### config.mk
export PLATFORM = sky130hd
export DESIGN_NAME = ais_core
export DESIGN_NICKNAME = d
export VERILOG_FILES = /design/src/hw/ais_pkg.sv /design/src/hw/ais_sync2.sv /design/src/hw/ais_alu.sv /design/src/hw/ais_core.sv
export VERILOG_INCLUDE_DIRS = /design/src /design/src/hw
export SDC_FILE = /design/constraint.sdc
export NUM_CORES = 1
export LEC_CHECK = 0
export BUFFER_PORTS_ARGS = -buffer_cell sky130_fd_sc_hd__buf_2
export CAP_MARGIN = 10
export CORE_MARGIN = 1.5
export CORE_UTILIZATION = 45
export CTS_CLUSTER_DIAMETER = 30
export DETAILED_ROUTE_END_ITERATION = 8
export MAX_ROUTING_LAYER = met4
export PLACE_DENSITY = 0.79
export SYNTH_ARGS = -nofsm -noshare
export SYNTH_HDL_FRONTEND = slang
export SYNTH_SLANG_ARGS = --single-unit
### constraint.sdc
create_clock -name ref_clk -period 3.9 [get_ports ref_clk]
set_clock_uncertainty 0.15 [all_clocks]
set_input_delay 0.78 -clock ref_clk [delete_from_list [all_inputs] [get_ports ref_clk]]
set_output_delay 0.78 -clock ref_clk [all_outputs]
set_load 0.02 [all_outputs]
### src/hw/ais_cfg.svh
// constants for the alu instruction subset block: offsets, bit positions, reset values
`ifndef AIS_CFG_SVH
`define AIS_CFG_SVH

// register map on the plain software port (byte offsets)
`define AIS_ADDR_ACC      8'h00
`define AIS_ADDR_STATUS   8'h04

// status register bit positions
`define AIS_ST_CARRY      0
`define AIS_ST_NIBBLE     1
`define AIS_ST_ZERO       2
`define AIS_ST_PWRDN_N    3
`define AIS_ST_TMOUT_N    4
`define AIS_ST_SLEEP      5
`define AIS_ST_RSVD_HI    7

// reset values
`define AIS_ACC_RST       8'h00
`define AIS_FLAG_RST      1'b0
`define AIS_FLAG_N_RST    1'b1
`define AIS_RDATA_RST     8'h00

// value the watchdog counter takes on power-down
`define AIS_WDOG_CLEAR_VAL 8'h00

// data path widths and nibble split
`define AIS_NIB_LO        3
`define AIS_NIB_HI        4
`define AIS_MSB           7
`define AIS_ADDR_W        7

`endif

### src/hw/ais_pkg.sv
// types shared by the alu instruction subset block
package ais_pkg;

  typedef enum logic [2:0] {
    powerdown_op            = 3'h0,
    rotate_right_carry_op   = 3'h1,
    literal_minus_acc_op    = 3'h2,
    reg_minus_acc_op        = 3'h3,
    exclusive_or_reg_op     = 3'h4,
    nibble_exchange_op      = 3'h5,
    exclusive_or_literal_op = 3'h6,
    no_op                   = 3'h7
  } ais_op_e;

  // run -> sleep -> run, one bit changes per step
  typedef enum logic [1:0] {
    ais_run   = 2'h0,
    ais_sleep = 2'h1
  } ais_state_e;

  typedef struct packed {
    ais_op_e    op;
    logic       dest;
    logic [6:0] addr;
    logic [7:0] lit;
  } ais_insn_s;

  typedef struct packed {
    logic carry;
    logic nibble;
    logic zero;
  } ais_flags_s;

  typedef struct packed {
    logic       en;
    logic [6:0] addr;
    logic [7:0] data;
  } ais_fwr_s;

endpackage : ais_pkg

### src/hw/ais_sync2.sv
// two-flop synchroniser for levels from outside the clock domain
`timescale 1ns/1ps
module ais_sync2 #(
  parameter int W = 1
) (
  input  wire logic         ref_clk,
  input  wire logic         nrst,
  input  wire logic [W-1:0] async_in,
  output logic      [W-1:0] sync_out
);
  logic [W-1:0] meta_ff;
  logic [W-1:0] sync_ff;

  always_ff @(posedge ref_clk or negedge nrst) begin
    if (!nrst) begin
      meta_ff <= '0;
      sync_ff <= '0;
    end else begin
      meta_ff <= async_in;
      sync_ff <= meta_ff;
    end
  end

  assign sync_out = sync_ff;
endmodule : ais_sync2

### src/hw/ais_alu.sv
// combinational result and flag logic for the instruction subset
`timescale 1ns/1ps
`include "ais_cfg.svh"
module ais_alu
  import ais_pkg::*;
(
  input  ais_op_e          op,
  input  wire logic [7:0]  acc,
  input  wire logic [7:0]  freg,
  input  wire logic [7:0]  lit,
  input  wire logic        carry_in,
  output logic      [7:0]  result,
  output ais_flags_s       flags,
  output ais_flags_s       upd
);
  logic [7:0] minuend;

  always_comb begin
    minuend = (op == literal_minus_acc_op) ? lit : freg; // RQ6
    result  = 8'h00;
    flags   = '0;
    upd     = '0;
    case (op)
      rotate_right_carry_op: begin
        result       = {carry_in, freg[`AIS_MSB:1]}; // RQ4
        flags.carry  = freg[0]; // RQ4
        upd.carry    = 1'b1;
      end
      literal_minus_acc_op, reg_minus_acc_op: begin
        result       = minuend - acc; // RQ7 RQ9
        flags.carry  = (acc <= minuend); // RQ8 RQ10
        flags.nibble = (acc[`AIS_NIB_LO:0] <= minuend[`AIS_NIB_LO:0]); // RQ8 RQ10
        upd          = '1;
      end
      exclusive_or_reg_op: begin
        result       = acc ^ freg; // RQ11
        upd.zero     = 1'b1;
      end
      exclusive_or_literal_op: begin
        result       = acc ^ lit; // RQ13
        upd.zero     = 1'b1;
      end
      nibble_exchange_op: begin
        result = {freg[`AIS_NIB_LO:0], freg[`AIS_MSB:`AIS_NIB_HI]}; // RQ12
      end
      default: begin
        result = 8'h00;
      end
    endcase
    flags.zero = (result == 8'h00); // RQ14
  end
endmodule : ais_alu

### src/hw/ais_core.sv
// What this block does
// RQ1: power-down clears watchdog counter and prescaler
// RQ2: power-down clears powerdown flag, sets timeout flag
// RQ3: power-down halts core, stops oscillator
// RQ4: rotate right through carry, carry only
// RQ5: dest zero to accumulator, one to register
// RQ6: literal forms use 8-bit instruction literal
// RQ7: literal minus accumulator into accumulator
// RQ8: carry and nibble carry mean acc not greater
// RQ9: register minus accumulator to chosen destination
// RQ10: same carry and nibble rules versus register
// RQ11: xor with register, zero flag only
// RQ12: swap nibbles, no flags touched
// RQ13: xor with literal into accumulator, zero only
// RQ14: zero flag set when result is zero
// RQ15: one cycle each, 128 register addresses
//
// Chosen here: the address map and the address-and-strobe port.
`timescale 1ns/1ps
`include "ais_cfg.svh"
module ais_core
  import ais_pkg::*;
(
  input  wire logic        ref_clk,
  input  wire logic        nrst,
  input  wire logic        exec_valid,
  output logic             exec_ready,
  input  ais_insn_s        insn,
  input  wire logic [7:0]  file_rdata,
  output ais_fwr_s         file_wr,
  output logic      [7:0]  acc_out,
  output logic             carry_flag,
  output logic             nibble_carry_flag,
  output logic             zero_flag,
  output logic             timeout_flag_n,
  output logic             powerdown_flag_n,
  output logic             watchdog_counter_clr,
  output logic             watchdog_prescaler_clr,
  output logic      [7:0]  watchdog_counter_load,
  output logic             sleep_state,
  output logic             osc_stop,
  input  wire logic        wake_in,
  input  wire logic [7:0]  bus_addr,
  input  wire logic [7:0]  bus_wdata,
  input  wire logic        bus_wr,
  input  wire logic        bus_rd,
  output logic      [7:0]  bus_rdata
);

  ais_state_e  state_ff;
  ais_state_e  nxt_state;
  logic [7:0]  acc_ff;
  ais_flags_s  flags_ff;
  logic        tmout_n_ff;
  logic        pwrdn_n_ff;
  ais_fwr_s    fwr_ff;
  logic        wdog_clr_ff;
  logic        pre_clr_ff;
  logic [7:0]  wdog_load_ff;
  logic [7:0]  rdata_ff;
  logic        wake_sync;
  logic        take;
  logic [7:0]  alu_res;
  ais_flags_s  alu_flags;
  ais_flags_s  alu_upd;
  logic        to_acc;
  logic        to_reg;
  logic        wr_acc;
  logic        wr_stat;
  logic [7:0]  status_word;

  ais_sync2 #(
    .W        (1)
  ) u_wake_sync (
    .ref_clk  (ref_clk),
    .nrst     (nrst),
    .async_in (wake_in),
    .sync_out (wake_sync)
  );

  ais_alu u_alu (
    .op       (insn.op),
    .acc      (acc_ff),
    .freg     (file_rdata),
    .lit      (insn.lit),
    .carry_in (flags_ff.carry),
    .result   (alu_res),
    .flags    (alu_flags),
    .upd      (alu_upd)
  );

  // halted core takes no instruction until wake
  assign exec_ready = (state_ff == ais_run); // RQ3
  assign take       = exec_valid && exec_ready; // RQ15

  // literal forms and sleep always land in the accumulator or nowhere
  always_comb begin
    to_acc = 1'b0;
    to_reg = 1'b0;
    case (insn.op)
      literal_minus_acc_op, exclusive_or_literal_op: begin
        to_acc = 1'b1;
      end
      rotate_right_carry_op, reg_minus_acc_op, exclusive_or_reg_op,
      nibble_exchange_op: begin
        to_acc = !insn.dest; // RQ5
        to_reg = insn.dest; // RQ5
      end
      default: begin
        to_acc = 1'b0;
      end
    endcase
  end

  assign wr_acc  = bus_wr && (bus_addr == `AIS_ADDR_ACC);
  assign wr_stat = bus_wr && (bus_addr == `AIS_ADDR_STATUS);

  // state machine: sleep entry wins over a wake seen the same cycle
  always_comb begin
    nxt_state = state_ff;
    case (state_ff)
      ais_run: begin
        if (take && insn.op == powerdown_op) begin
          nxt_state = ais_sleep; // RQ3
        end
      end
      ais_sleep: begin
        if (wake_sync) begin
          nxt_state = ais_run;
        end
      end
      default: begin
        nxt_state = ais_run;
      end
    endcase
  end

  always_ff @(posedge ref_clk or negedge nrst) begin
    if (!nrst) begin
      state_ff <= ais_run;
    end else begin
      state_ff <= nxt_state;
    end
  end

  // accumulator: an executing instruction wins over a software write
  always_ff @(posedge ref_clk or negedge nrst) begin
    if (!nrst) begin
      acc_ff <= `AIS_ACC_RST;
    end else if (take && to_acc) begin
      acc_ff <= alu_res; // RQ5 RQ7 RQ13
    end else if (wr_acc) begin
      acc_ff <= bus_wdata;
    end
  end

  // arithmetic flags: per-flag, hardware update wins over software write
  always_ff @(posedge ref_clk or negedge nrst) begin
    if (!nrst) begin
      flags_ff <= '0;
    end else begin
      if (take && alu_upd.carry) begin
        flags_ff.carry <= alu_flags.carry; // RQ4 RQ8 RQ10
      end else if (wr_stat) begin
        flags_ff.carry <= bus_wdata[`AIS_ST_CARRY];
      end
      if (take && alu_upd.nibble) begin
        flags_ff.nibble <= alu_flags.nibble; // RQ8 RQ10
      end else if (wr_stat) begin
        flags_ff.nibble <= bus_wdata[`AIS_ST_NIBBLE];
      end
      if (take && alu_upd.zero) begin
        flags_ff.zero <= alu_flags.zero; // RQ14
      end else if (wr_stat) begin
        flags_ff.zero <= bus_wdata[`AIS_ST_ZERO];
      end
    end
  end

  // time-out and power-down flags are hardware-only; software cannot write them
  always_ff @(posedge ref_clk or negedge nrst) begin
    if (!nrst) begin
      tmout_n_ff <= `AIS_FLAG_N_RST;
      pwrdn_n_ff <= `AIS_FLAG_N_RST;
    end else if (take && insn.op == powerdown_op) begin
      tmout_n_ff <= 1'b1; // RQ2
      pwrdn_n_ff <= 1'b0; // RQ2
    end
  end

  // watchdog clears as one-cycle pulses; the counter load value is held at the clear value
  always_ff @(posedge ref_clk or negedge nrst) begin
    if (!nrst) begin
      wdog_clr_ff  <= `AIS_FLAG_RST;
      pre_clr_ff   <= `AIS_FLAG_RST;
      wdog_load_ff <= `AIS_WDOG_CLEAR_VAL;
    end else begin
      wdog_clr_ff  <= take && (insn.op == powerdown_op); // RQ1
      pre_clr_ff   <= take && (insn.op == powerdown_op); // RQ1
      wdog_load_ff <= `AIS_WDOG_CLEAR_VAL; // RQ1
    end
  end

  // write-back port toward the file register memory
  always_ff @(posedge ref_clk or negedge nrst) begin
    if (!nrst) begin
      fwr_ff <= '0;
    end else begin
      fwr_ff.en <= take && to_reg; // RQ5 RQ9 RQ11 RQ12
      if (take && to_reg) begin
        fwr_ff.addr <= insn.addr; // RQ15
        fwr_ff.data <= alu_res;
      end
    end
  end

  always_comb begin
    status_word                      = 8'h00;
    status_word[`AIS_ST_CARRY]       = flags_ff.carry;
    status_word[`AIS_ST_NIBBLE]      = flags_ff.nibble;
    status_word[`AIS_ST_ZERO]        = flags_ff.zero;
    status_word[`AIS_ST_PWRDN_N]     = pwrdn_n_ff;
    status_word[`AIS_ST_TMOUT_N]     = tmout_n_ff;
    status_word[`AIS_ST_SLEEP]       = (state_ff == ais_sleep);
  end

  // read data stands one cycle after the strobe; unmapped reads return zero
  always_ff @(posedge ref_clk or negedge nrst) begin
    if (!nrst) begin
      rdata_ff <= `AIS_RDATA_RST;
    end else if (bus_rd) begin
      case (bus_addr)
        `AIS_ADDR_ACC:    rdata_ff <= acc_ff;
        `AIS_ADDR_STATUS: rdata_ff <= status_word;
        default:          rdata_ff <= `AIS_RDATA_RST;
      endcase
    end else begin
      rdata_ff <= `AIS_RDATA_RST;
    end
  end

  assign file_wr                = fwr_ff;
  assign acc_out                = acc_ff;
  assign carry_flag             = flags_ff.carry;
  assign nibble_carry_flag      = flags_ff.nibble;
  assign zero_flag              = flags_ff.zero;
  assign timeout_flag_n         = tmout_n_ff;
  assign powerdown_flag_n       = pwrdn_n_ff;
  assign watchdog_counter_clr   = wdog_clr_ff;
  assign watchdog_prescaler_clr = pre_clr_ff;
  assign watchdog_counter_load  = wdog_load_ff;
  assign sleep_state            = (state_ff == ais_sleep);
  assign osc_stop               = (state_ff == ais_sleep); // RQ3
  assign bus_rdata              = rdata_ff;
endmodule : ais_core

# Word-level counts from Yosys, hierarchy flattened
# Cells that the tools add are included.
[totals]
regBits = 41
input_bits = 49
out_inout_bits = 50
[classes]
n_addsub = 1
magnitude_cmp = 2
eq_ne = 10
muxes = 22
bitwise = 2
reduce_logical = 24
[op_table]
columns = ["op", "n"]
rows = [
  ["$pmux W8 S5", 1],
  ["$mux W8", 4],
  ["$logic_not A8 Y1", 2],
  ["$pmux W8 S2", 1],
  ["$xor A8 B8 Y8", 2],
  ["$mux W1", 11],
  ["$eq A3 B3 Y1 const B", 3],
  ["$logic_and A1 B1 Y1", 9],
  ["$eq A8 B3 Y1 const B", 1],
  ["$le A8 B8 Y1", 1],
  ["$reduce_bool A2 Y1", 4],
  ["$reduce_or A4 Y1", 2],
  ["$sub A8 B8 Y8", 1],
  ["$eq A3 B2 Y1 const B", 2],
  ["$le A4 B4 Y1", 1],
  ["$mux W2", 2],
  ["$ne A2 B1 Y1 const B", 2],
  ["$pmux W1 S2", 2],
  ["$pmux W2 S2", 1],
  ["$reduce_or A2 Y1", 2],
  ["$eq A3 B1 Y1 const B", 1],
  ["$logic_not A3 Y1", 1],
  ["$reduce_or A3 Y1", 1],
  ["$eq A2 B1 Y1 const B", 1],
  ["other kinds (3)", 3],
]

# Depth between registers and ports, before layout
# Gate-level depths: netlist of run 1.
[depth]
word_depth = 6
mapped_depth = 13
ltp_nobuf = 11

# Modules after synthesis
# From an unflattened synthesis of run 1, not the netlist that was laid out.
[hier_totals]
hier_cells = 276
area_unflattened_um2 = 2821.5
[modules_own_cells]
columns = ["mod", "instances", "cells_per_inst", "area_each_um2", "seq_area_each_um2"]
rows = [
  ["ais_core", 1, 126, 1679.1, 952.2],
  ["ais_alu", 1, 148, 1092.3, 0.0],
  ["ais_sync2", 1, 2, 50.0, 50.0],
]

# Worst setup path after synthesis of run 1
# Ideal clock, no wire load.
[synth_path]
path_type = "input-to-reg"
start = "input insn[17] in the netlist's numbering"
end = "register flags_ff, in the netlist zero_flag"
arrival_ns = 3.663
required_ns = 3.640
setup_slack_ns = -0.023
cell_stages = 12
n_path_buf = 2
cell_sequence = "clkbuf_1 -> buf_2 -> nand2b_1 -> nor2_1 -> mux2_2 -> ha_1 -> nor2b_1 -> o31a_1 -> o21ai_0 -> nor3b_1 -> o31ai_1 -> o41ai_1"
[synth_between]
elab_chain_len = 6
elab_cells_between_ends = 16
classes_between = "add/sub (1); eq/ne (6); mux (4); reduce/logical (5)"
[synth_lines]
columns = ["item", "line_no", "rtl"]
rows = [
  ["start: declaration", "ais_core.sv:28", "input ais_insn_s insn,"],
  ["$eq A3 B2 Y1", "ais_alu.sv:19, ais_alu.sv:23", ""],
  ["$mux W8", "ais_alu.sv:19", "minuend = (op == literal_minus_acc_op) ? lit : freg;"],
  ["$sub A8 B8 Y8", "ais_alu.sv:30", "result = minuend - acc;"],
  ["$pmux W8 S5", "ais_alu.sv:23", "case (op)"],
  ["$logic_not A8 Y1", "ais_alu.sv:50", "flags.zero = (result == 8'h00);"],
  ["$mux W1", "ais_core.sv:172", "if (take && alu_upd.zero) begin"],
  ["end: declaration", "ais_core.sv:53", "ais_flags_s flags_ff;"],
]
# Parallel ways exist; a longest one is shown, timed or not.
# A chain may end at the register's enable or synchronous reset.

# Worst setup path after layout of run 1
[layout_path]
start = "input insn[18] in the netlist's numbering"
end = "register flags_ff, in the netlist zero_flag"
# Same word-level chain as after synthesis.

==> results.md, run 1 <==
- Outcome: finished clean
- Number of rows created at floorplan: 28
- Leading post-synthesis cells by instance count: dfrtp_1 (39), mux2i_1 (22), inv_1 (19), nor2_1 (19), mux2_2 (18)
- Routed wire length: 7.29 mm
- Number of flip-flops under the largest register name: 16
- Area of the core region: 5920 um^2
- Max cap viols: 0
- Sequential area share after synthesis: 36.2%
- Port bufs: 89
- Horizontal die dimension: 81.4 um
- Global-route usage over all layers: 22.9%
- Fraction of registers with async set or reset after synthesis: 100%
- Chip height: 81.4 um
- Fraction of met1 tracks used by global routing: 29.8%
- Setup repair after global routing missed its margin: false
- Dominant combinational cell family by area after synthesis: multiplexers
- Post-Synth Adder-Cell Area: 6.61%
- Number of register bits inferred by synthesis: 40
- Global-route wire length before repair: 11.0 mm
- Number of nets with antenna violations after routing: 0
- Number of buffers inserted during clock tree synthesis: 5
- Top_reg_cell synth: dfrtp_1
- H-tree levels: 2
- Number of buffers inserted by hold repair at cts: 0
- Maximum cell stage delay along the critical path: 0.35 ns
- Average vias per placed instance: 5.45
- Weighted congestion reported at the end of routability-driven placement: 0.984
- Die area: 6620 um^2
- Area grow syn2layout: 22.4%
- Multiplexer share of the synthesized area: 17.5%
- Critical path data arrival time: 3.36 ns
- Number of antenna violations at the first check in global routing: 0
- Cell count after synthesis: 282
- Crit path launch type: primary input
- Cells resized by post-CTS repair: 0
- Max_slew headroom: 40.9%
- Global routing met3 resource utilization: 4.38%
- Final hold slack: 0.210 ns
- Sequence of cells on the critical path: buf_2 > nand2b_1 > nor2_2 > buf_4 > mux2_2 > inv_1 > fa_1 > nor2b_1 > o31a_1 > o21ai_0 > nor3b_1 > o31ai_1 > o41ai_1
- Xor-xnor portion of the synthesized cell area: 3.17%
- Wirelength per Cell: 16.3 um
- Vias in the first global route: 2249
- Maximum clock path buffer count: 2
- Cell Area, Synth: 2770 um^2
- GRT Max-Usage Layer: met2
- Most area-consuming cells after synthesis: dfrtp_1 (35%), mux2i_1 (8.0%), mux2_2 (7.3%)
- Library cell with the highest instance count after synthesis: dfrtp_1
- Largest driver fanout on the critical path: 5
- Iteration count of the initial detailed-routing pass: 4
- Warnings, synthesis: 0
- Final-report setup violation count: 0
- CTS tree: done
- Overall power after layout: 1.65 mW
- Vias: 2438
- Register clock-pin slew on the reported worst setup and hold paths: 0.07 ns
- Nets@finish: 434
- Library cells used by synthesis: 49
- Critical-path top delay cell: mux2_2
- Post-Synth Simple-Gate Area: 12.9%
- Period utilization: 85.2%
- Post-synth top area cell: dfrtp_1
- Number of buffers inserted to repair setup after CTS: 0
- Max-slew violations: 0
- Data required, critical path: 3.93 ns
- Largest net degree at the start of global routing: 41
- Worst Max-Slew Pin Slew: 0.887 ns
- TritonCTS Sinks: 40
- Final Hold Violating Endpoints: 0
- EDFF count, synth: 0
- Root Driver: clkbuf_8
- Final TNS setup: 0 ns
- FMAX: 301 MHz
- Post-layout minimum cycle time: 3.32 ns
- Fin util: 57.2%
- Met2 GRT Util: 35.8%
- Proportion of layout cells with a drive suffix above 1: 38.4%
- Antenna diode instance count: 0
- Mean instance size in the synthesized netlist: 9.81 um^2
- I/O pin count: 99
- Top-area cell type share of the netlist area: 35.3%
- Placed wire-length estimate: 5.84 mm
- Max VDD drop: 0.322 mV
- Kind of capture point of the worst setup path: flip-flop
- Remaining design rule violation count: 0
- Starting density of the core: 46.7%
- Clock insertion delay at the later pin of the skew report: 0.29 ns
- Synthesized-area fraction occupied by ao, oa, aoi and oai cells: 15.9%
- LEAKAGE: 1.76 nW
- Worst min-delay path category: flip-flop to flip-flop
- Pwr/cell area: 487 nW/um^2
- Initial DRC Count: 167
- Final global-route overflow total: 0
- Crit Path Class: primary input to flip-flop
-- critical path: cells and delay by family --
family,cells,cell delay [ns]
AOI/OAI and AO/OA,4,0.92
adders and majority gates,1,0.22
buffers and inverters,3,0.39
muxes,1,0.35
and+or+nand+nor,4,0.68
-- final cells by class --
type	count	area, um^2
Sequential cell	40	1000
Timing Repair Buffer	97	505
Tap cell	75	93.8
Inverter	19	71.3
Fill cell	549	2530
Clock inverter	1	30.0
Clock buffer	7	96.3
Multi-Input combinational cell	208	1590
-- metal layers --
layer / part of all wire [%] / up-vias
li1: - / 1153
met1: 44 / 1178
met2: 47 / 94
met3: 7.2 / 13
met4: 1.9 / 0
met5: 0 / -
-- stage by stage --
step | setup slack [ns] | instance area, um^2 | cells
final | 0.576 | 3390 | 447
after global routing | 0.385 | 3390 | 447
after CTS | 0.583 | 3390 | 447
after detailed placement | 0.276 | 3260 | 439
after global placement | 0.335 | 3260 | 439
after floorplan | 0.111 | 2790 | 289
-- layout by cell type, fill, tap and decap left out, drive strengths merged, types with 2 or more instances in the layout --
cell type and count:
dfrtp 39, o31a 2, a21o 2, conb 9
o22ai 4, xnor2 8, nand2b 4, and3 3
nand3 4, a21oi 13, o31ai 2, nand4 2
nand2 16, a211oi 6, ha 13, mux2 22
o21a 6, buf 97, a22oi 5, xor2 2
nor2b 11, inv 19, o21ai 19, clkbuf 7
mux2i 22, nor2 19
-- final timing paths --
path	end	depth (start not counted)	start	slack, ns
setup / recovery	zero_flag$_DFFE_PN0P_	13	insn[18]	0.58
hold / removal	u_wake_sync.sync_out$_DFF_PN0_	0	u_wake_sync.meta_ff$_DFF_PN0_	0.21
setup reg to reg	zero_flag$_DFFE_PN0P_	8	acc_out[2]$_DFFE_PN0P_	1.34
hold reg to reg	u_wake_sync.sync_out$_DFF_PN0_	0	u_wake_sync.meta_ff$_DFF_PN0_	0.21
max in group asynchronous	file_wr[3]$_DFFE_PN0P_	1	nrst	2.59
min in group asynchronous	carry_flag$_DFFE_PN0P_	1	nrst	0.45
-- where the power goes --
part	total, mW	switching [mW]	internal, mW
Clock	0.369	0.143	0.226
Sequential	0.590	0.0970	0.493
Combinational	0.689	0.400	0.289
-- logic make-up after synthesis --
| family | Yosys count |
|---|---|
| compound gates | 67 |
| xor+xnor | 10 |
| fa+ha+maj | 14 |
| buf+inv | 41 |
| flops | 40 |
| mux | 44 |
| other cells | 2 |
| simple gates | 64 |
Power figures use the tool's default switching activity.
==> inputs of run 2 (changes only) <==
--- a/config.mk
+++ b/config.mk
@@ -10,9 +10,7 @@
 export CAP_MARGIN = 10
 export CORE_MARGIN = 1.5
 export CORE_UTILIZATION = 45
-export CTS_CLUSTER_DIAMETER = 30
 export DETAILED_ROUTE_END_ITERATION = 8
-export MAX_ROUTING_LAYER = met4
 export PLACE_DENSITY = 0.79
 export SYNTH_ARGS = -nofsm -noshare
 export SYNTH_HDL_FRONTEND = slang
==> results.md, run 2 (synthesis gave the netlist of run 1 again) <==
- Outcome: finished clean
- Largest net degree at the start of global routing: 41
- Post-layout minimum cycle time: 3.32 ns
- Number of flip-flops under the largest register name: 16
- Final-report setup violation count: 0
- Number of rows created at floorplan: 28
- Number of antenna violations at the first check in global routing: 0
- Proportion of layout cells with a drive suffix above 1: 38.3%
- Sequence of cells on the critical path: buf_2 > nand2b_1 > nor2_2 > buf_4 > mux2_2 > inv_1 > fa_1 > nor2b_1 > o31a_1 > o21ai_0 > nor3b_1 > o31ai_1 > o41ai_1
- Chip height: 81.4 um
- Clock insertion delay at the later pin of the skew report: 0.28 ns
- Maximum cell stage delay along the critical path: 0.35 ns
- Crit path buf inv count: 3
- Max-slew violations: 0
- Global-route wire length before repair: 11.2 mm
- Number of nets with antenna violations after routing: 0
- Crit Path Class: primary input to flip-flop
- I/O pin count: 99
- Crit path launch type: primary input
- Cells resized by post-CTS repair: 0
- Max cap viols: 0
- Iteration count of the initial detailed-routing pass: 4
- Antenna diode instance count: 0
- Critical-path top delay cell: o41ai_1
- Number of buffers inserted to repair setup after CTS: 0
- Placed wire-length estimate: 5.72 mm
- Vias in the first global route: 2269
- Vias: 2427
- Critical path data arrival time: 3.35 ns
- Average vias per placed instance: 5.44
- Remaining design rule violation count: 0
- Most frequent standard cell in the layout excluding fill and tap cells: buf_2
- Root Driver: clkbuf_8
- Final Hold Violating Endpoints: 0
- LEAKAGE: 1.74 nW
- Layout Cell Area excl Fill: 3340 um^2
- Max_slew headroom: 42.2%
- Fin util: 56.5%
- Placed instance area: 3250 um^2
- Wirelength per Cell: 16.0 um
- CTS tree: done
- Worst min-delay path category: flip-flop to flip-flop
- Port bufs: 89
- Maximum clock path buffer count: 2
- Nets@finish: 433
- Number of buffers inserted during clock tree synthesis: 5
- FMAX: 301 MHz
- Setup repair after global routing missed its margin: false
- Max VDD drop: 0.326 mV
- Register clock-pin slew on the reported worst setup and hold paths: 0.08 ns
- Total met3 wirelength after detailed routing: 540 um
- Topmost layer with routed signal wires: met4
- Final TNS setup: 0 ns
- Data required, critical path: 3.93 ns
- Crit path max-delay family: compound AO/OA/AOI/OAI gates
- Largest driver fanout on the critical path: 5
- Period utilization: 85.2%
- Die area: 6620 um^2
- Final global-route overflow total: 0
- Area of the core region: 5920 um^2
- Amount of wire on met2 after detailed routing: 3.38 mm
- Pwr/cell area: 466 nW/um^2
- Number of inserted filler cells in the final layout: 547
- Area grow syn2layout: 21.0%
- Weighted congestion reported at the end of routability-driven placement: 0.970
- Origin of the worst setup path: insn[18]
- Number of buffers inserted by hold repair at cts: 0
- Horizontal die dimension: 81.4 um
- Startpoint of the worst-slack reg-to-reg timing path: acc_out[0]$_DFFE_PN0P_
- Global-route usage over all layers: 22.2%
- Routed wire length: 7.13 mm
- Initial DRC Count: 130
- Metal-1 WL: 3.11 mm
- Starting density of the core: 46.7%
- Kind of capture point of the worst setup path: flip-flop
- Launch instance of the worst min-delay path: u_wake_sync.meta_ff$_DFF_PN0_
- TritonCTS Sinks: 40
- H-tree levels: 2
- Worst Max-Slew Pin Slew: 0.867 ns
- Top library cells by usage in the layout, fill and taps aside: buf_2 (89), dfrtp_1 (39), mux2i_1 (22)
-- run 2: report_power, final --
| group | switching (mW) | internal, mW |
|---|---|---|
| Clock | 0.136 | 0.141 |
| Combinational | 0.400 | 0.287 |
| Sequential | 0.0998 | 0.493 |
| Total | 0.635 | 0.922 |
-- run 2: path summary, 6_finish.rpt --
path,slack [ns],end,cells past startpoint
worst min register to register,0.20,u_wake_sync.sync_out$_DFF_PN0_,0
max in group asynchronous,2.60,acc_out[2]$_DFFE_PN0P_,1
worst max register to register,1.31,zero_flag$_DFFE_PN0P_,8
worst max-delay path,0.58,zero_flag$_DFFE_PN0P_,13
min in group asynchronous,0.46,bus_rdata[3]$_DFF_PN0_,1
worst min-delay path,0.20,u_wake_sync.sync_out$_DFF_PN0_,0
-- run 2: cell type report --
| type | count | area (um^2) | share of cell area (%) |
|---|---|---|---|
| multi-input cells | 208 | 1590 | 47.4 |
| flip-flops and latches | 40 | 1000 | 30.0 |
| repair buffers | 96 | 498 | 14.9 |
| well taps | 75 | 93.8 | 2.81 |
| clock buffers | 6 | 82.6 | 2.47 |
| inverters | 19 | 71.3 | 2.13 |
| clock inverters | 2 | 10.0 | 0.299 |
-- run 2: metrics by stage --
stage                     power [mW]  setup WS (ns)  hold WS [ns]  instances
after CTS                       1.56          0.592         0.202        446
after detailed placement        1.28          0.297         0.186        438
after floorplan                 1.04          0.111         0.181        289
final                           1.56          0.576         0.202        446
after global placement          1.27          0.344         0.184        438
after global routing            1.66          0.354         0.206        446
-- run 2: worst reg2reg max path: stages, from the launching register on --
cell and delay (ns):
dfrtp_1 0.51, ha_1 0.28, fa_1 0.40, nor2b_1 0.16, o31a_1 0.16, o21ai_0 0.09, a21boi_0 0.24, o31ai_1 0.14
o41ai_1 0.35
-- run 2: metal layers --
layer  GRT usage, %  vias to the layer above
met5              0                        -
met4           4.48                        0
met3           4.72                       10
met2           36.0                      117
met1           30.5                     1151
li1               -                     1149
==> inputs of run 3 (changes only) <==
--- a/config.mk
+++ b/config.mk
@@ -14,4 +14,5 @@
 export PLACE_DENSITY = 0.79
 export SYNTH_ARGS = -nofsm -noshare
 export SYNTH_HDL_FRONTEND = slang
+export SYNTH_HIERARCHICAL = 1
 export SYNTH_SLANG_ARGS = --single-unit
==> results.md, run 3 <==
- Outcome: finished clean
- Initial DRC Count: 183
- Wirelength per Cell: 15.7 um
- Crit Path Class: primary input to flip-flop
- Period utilization: 88.1%
- Number of register bits inferred by synthesis: 40
- Remaining design rule violation count: 0
- EDFF count, synth: 0
- Number of rows created at floorplan: 28
- TritonCTS Sinks: 40
- Library cells used by synthesis: 61
- Chip height: 82.2 um
- Max_slew headroom: 41.2%
- Root Driver: clkbuf_8
- Sequential area share after synthesis: 35.5%
- Mean instance size in the synthesized netlist: 10.2 um^2
- Worst Max-Slew Pin Slew: 0.882 ns
- Nets@finish: 428
- Iteration count of the initial detailed-routing pass: 4
- Max-slew violations: 0
- Vias: 2375
- Port bufs: 89
- FMAX: 291 MHz
- Cell count after synthesis: 276
- Warnings, synthesis: 6
- Worst Setup Slack, final: 0.464 ns
- Maximum clock path buffer count: 2
- Clock insertion delay at the later pin of the skew report: 0.29 ns
- Data required, critical path: 3.97 ns
- Area of the core region: 5990 um^2
- Sequence of cells on the critical path: buf_2 > nand2b_1 > nor2_2 > buf_4 > mux2_1 > ha_1 > o21a_1 > o31a_1 > or2_1 > a311oi_2 > o311ai_1 > nor4_2 > nor2_1 > a21oi_1
- Routed wire length: 6.92 mm
- Final Hold Violating Endpoints: 0
- Largest net degree at the start of global routing: 41
- Number of flip-flops under the largest register name: 16
- Number of buffers inserted during clock tree synthesis: 5
- Starting density of the core: 47.1%
- LEAKAGE: 1.75 nW
- Most frequent standard cell in the layout excluding fill and tap cells: buf_2
- Final global-route overflow total: 0
- H-tree levels: 2
- Placed wire-length estimate: 5.52 mm
- Final TNS setup: 0 ns
- Fin util: 56.8%
- Area grow syn2layout: 20.7%
- Max VDD drop: 0.348 mV
- Max cap viols: 0
- Critical path data arrival time: 3.51 ns
- Global-route wire length before repair: 10.8 mm
- Cells resized by post-CTS repair: 0
- Final-report setup violation count: 0
- Cell Area, Synth: 2820 um^2
- Number of inserted filler cells in the final layout: 525
- Library cell with the highest instance count after synthesis: dfrtp_1
- Post-layout minimum cycle time: 3.44 ns
- Maximum cell stage delay along the critical path: 0.36 ns
- Antenna diode instance count: 0
- Crit path launch type: primary input
- Placed instance area: 3280 um^2
- Average vias per placed instance: 5.39
- Fraction of registers with async set or reset after synthesis: 100%
- Top-area cell type share of the netlist area: 34.6%
- Number of buffers inserted to repair setup after CTS: 0
- Kind of capture point of the worst setup path: flip-flop
- Largest driver fanout on the critical path: 6
- Horizontal die dimension: 82.2 um
- Worst min-delay path category: flip-flop to flip-flop
- Vias in the first global route: 2250
- Number of buffers inserted by hold repair at cts: 0
- CTS tree: done
- Pwr/cell area: 577 nW/um^2
- Setup repair after global routing missed its margin: false
- Top_reg_cell synth: dfrtp_1
- Layout Cell Area excl Fill: 3400 um^2
- Overall power after layout: 1.96 mW
- Place WS: 0.206 ns
- Critical-path top delay cell: ha_1
- Most area-consuming cells after synthesis: dfrtp_1 (35%), mux2_2 (13%), ha_1 (5.8%)
- Number of nets with antenna violations after routing: 0
- I/O pin count: 99
- Leading post-synthesis cells by instance count: dfrtp_1 (39), mux2_2 (33), mux2i_1 (16)
- Number of antenna violations at the first check in global routing: 0
- Weighted congestion reported at the end of routability-driven placement: 0.920
- Register clock-pin slew on the reported worst setup and hold paths: 0.08 ns
- Global-route usage over all layers: 21.2%
- Die area: 6750 um^2
- Proportion of layout cells with a drive suffix above 1: 40.7%
- Post-synth top area cell: dfrtp_1
- Top library cells by usage in the layout, fill and taps aside: buf_2 (89), dfrtp_1 (39), mux2_2 (33)
==> run 3: cell types whose count changed in the layout (fill, tap and decap cells not counted), moves of 5 or more <==
| cell | change |
|---|---|
| a211oi_1 | -5 |
| a22o_1 | +5 |
| inv_1 | -5 |
| mux2_1 | +6 |
| mux2_2 | +15 |
| mux2i_1 | -6 |
| nor2b_1 | -6 |
| o21ai_0 | -11 |
| o21ai_1 | +6 |
==> run 3: worst paths after layout <==
path / start / to / slack (ns) / cells past startpoint
max: insn[18] / zero_flag$_DFFE_PN0P_ / 0.46 / 14
min: u_wake_sync/meta_ff$_DFF_PN0_ / u_wake_sync/sync_out$_DFF_PN0_ / 0.21 / 0
max reg2reg: acc_out[0]$_DFFE_PN0P_ / zero_flag$_DFFE_PN0P_ / 1.25 / 10
min reg2reg: u_wake_sync/meta_ff$_DFF_PN0_ / u_wake_sync/sync_out$_DFF_PN0_ / 0.21 / 0
max in group asynchronous: nrst / bus_rdata[7]$_DFF_PN0_ / 2.59 / 1
min in group asynchronous: nrst / bus_rdata[2]$_DFF_PN0_ / 0.46 / 1
==> run 3: cell families after synthesis <==
logic type	share of synthesized area, %
adders and majority gates	6.47
DFF	35.5
AOI/OAI and AO/OA	13.1
other	0.266
and+or+nand+nor	12.5
muxes	21.2
xor gates and xnor gates	3.10
buffers and inverters	7.80
==> run 3: critical path, delay by kind of cell <==
kind / cells / cell delay [ns]
buf+inv: 2 / 0.31
simple gates: 5 / 0.83
mux: 1 / 0.34
compound gates: 5 / 0.88
fa+ha+maj: 1 / 0.36
==> run 3: per-stage QoR <==
step,cells,hold slack [ns]
after floorplan,283,0.181
after detailed placement,433,0.194
final,441,0.210
after global placement,433,0.181
after global routing,441,0.218
after CTS,441,0.212
==> run 3: power by group <==
group	internal [mW]	switching, mW	leakage (nW)	total, mW
Clock	0.209	0.147	0.0614	0.356
Combinational	0.440	0.552	1.18	0.991
Sequential	0.519	0.0977	0.505	0.617
Total	1.17	0.796	1.75	1.96
==> run 3: layer usage <==
metal	GRT usage (%)	routed length, um	vias up
li1	-	-	1132
met1	28.4	3070	1133
met2	35.5	3290	99
met3	4.40	476	11
met4	3.90	78	0
met5	0	0	-
==> run 3: layout make-up <==
| cell class | count | area [um^2] | share of cell area, % |
|---|---|---|---|
| multi-input combinational | 203 | 1630 | 47.7 |
| sequential | 40 | 1000 | 29.4 |
| timing repair buffer | 94 | 483 | 14.2 |
| tap | 75 | 93.8 | 2.76 |
| clock buffer | 6 | 82.6 | 2.43 |
| inverter | 21 | 78.8 | 2.32 |
| clock inverter | 2 | 38.8 | 1.14 |
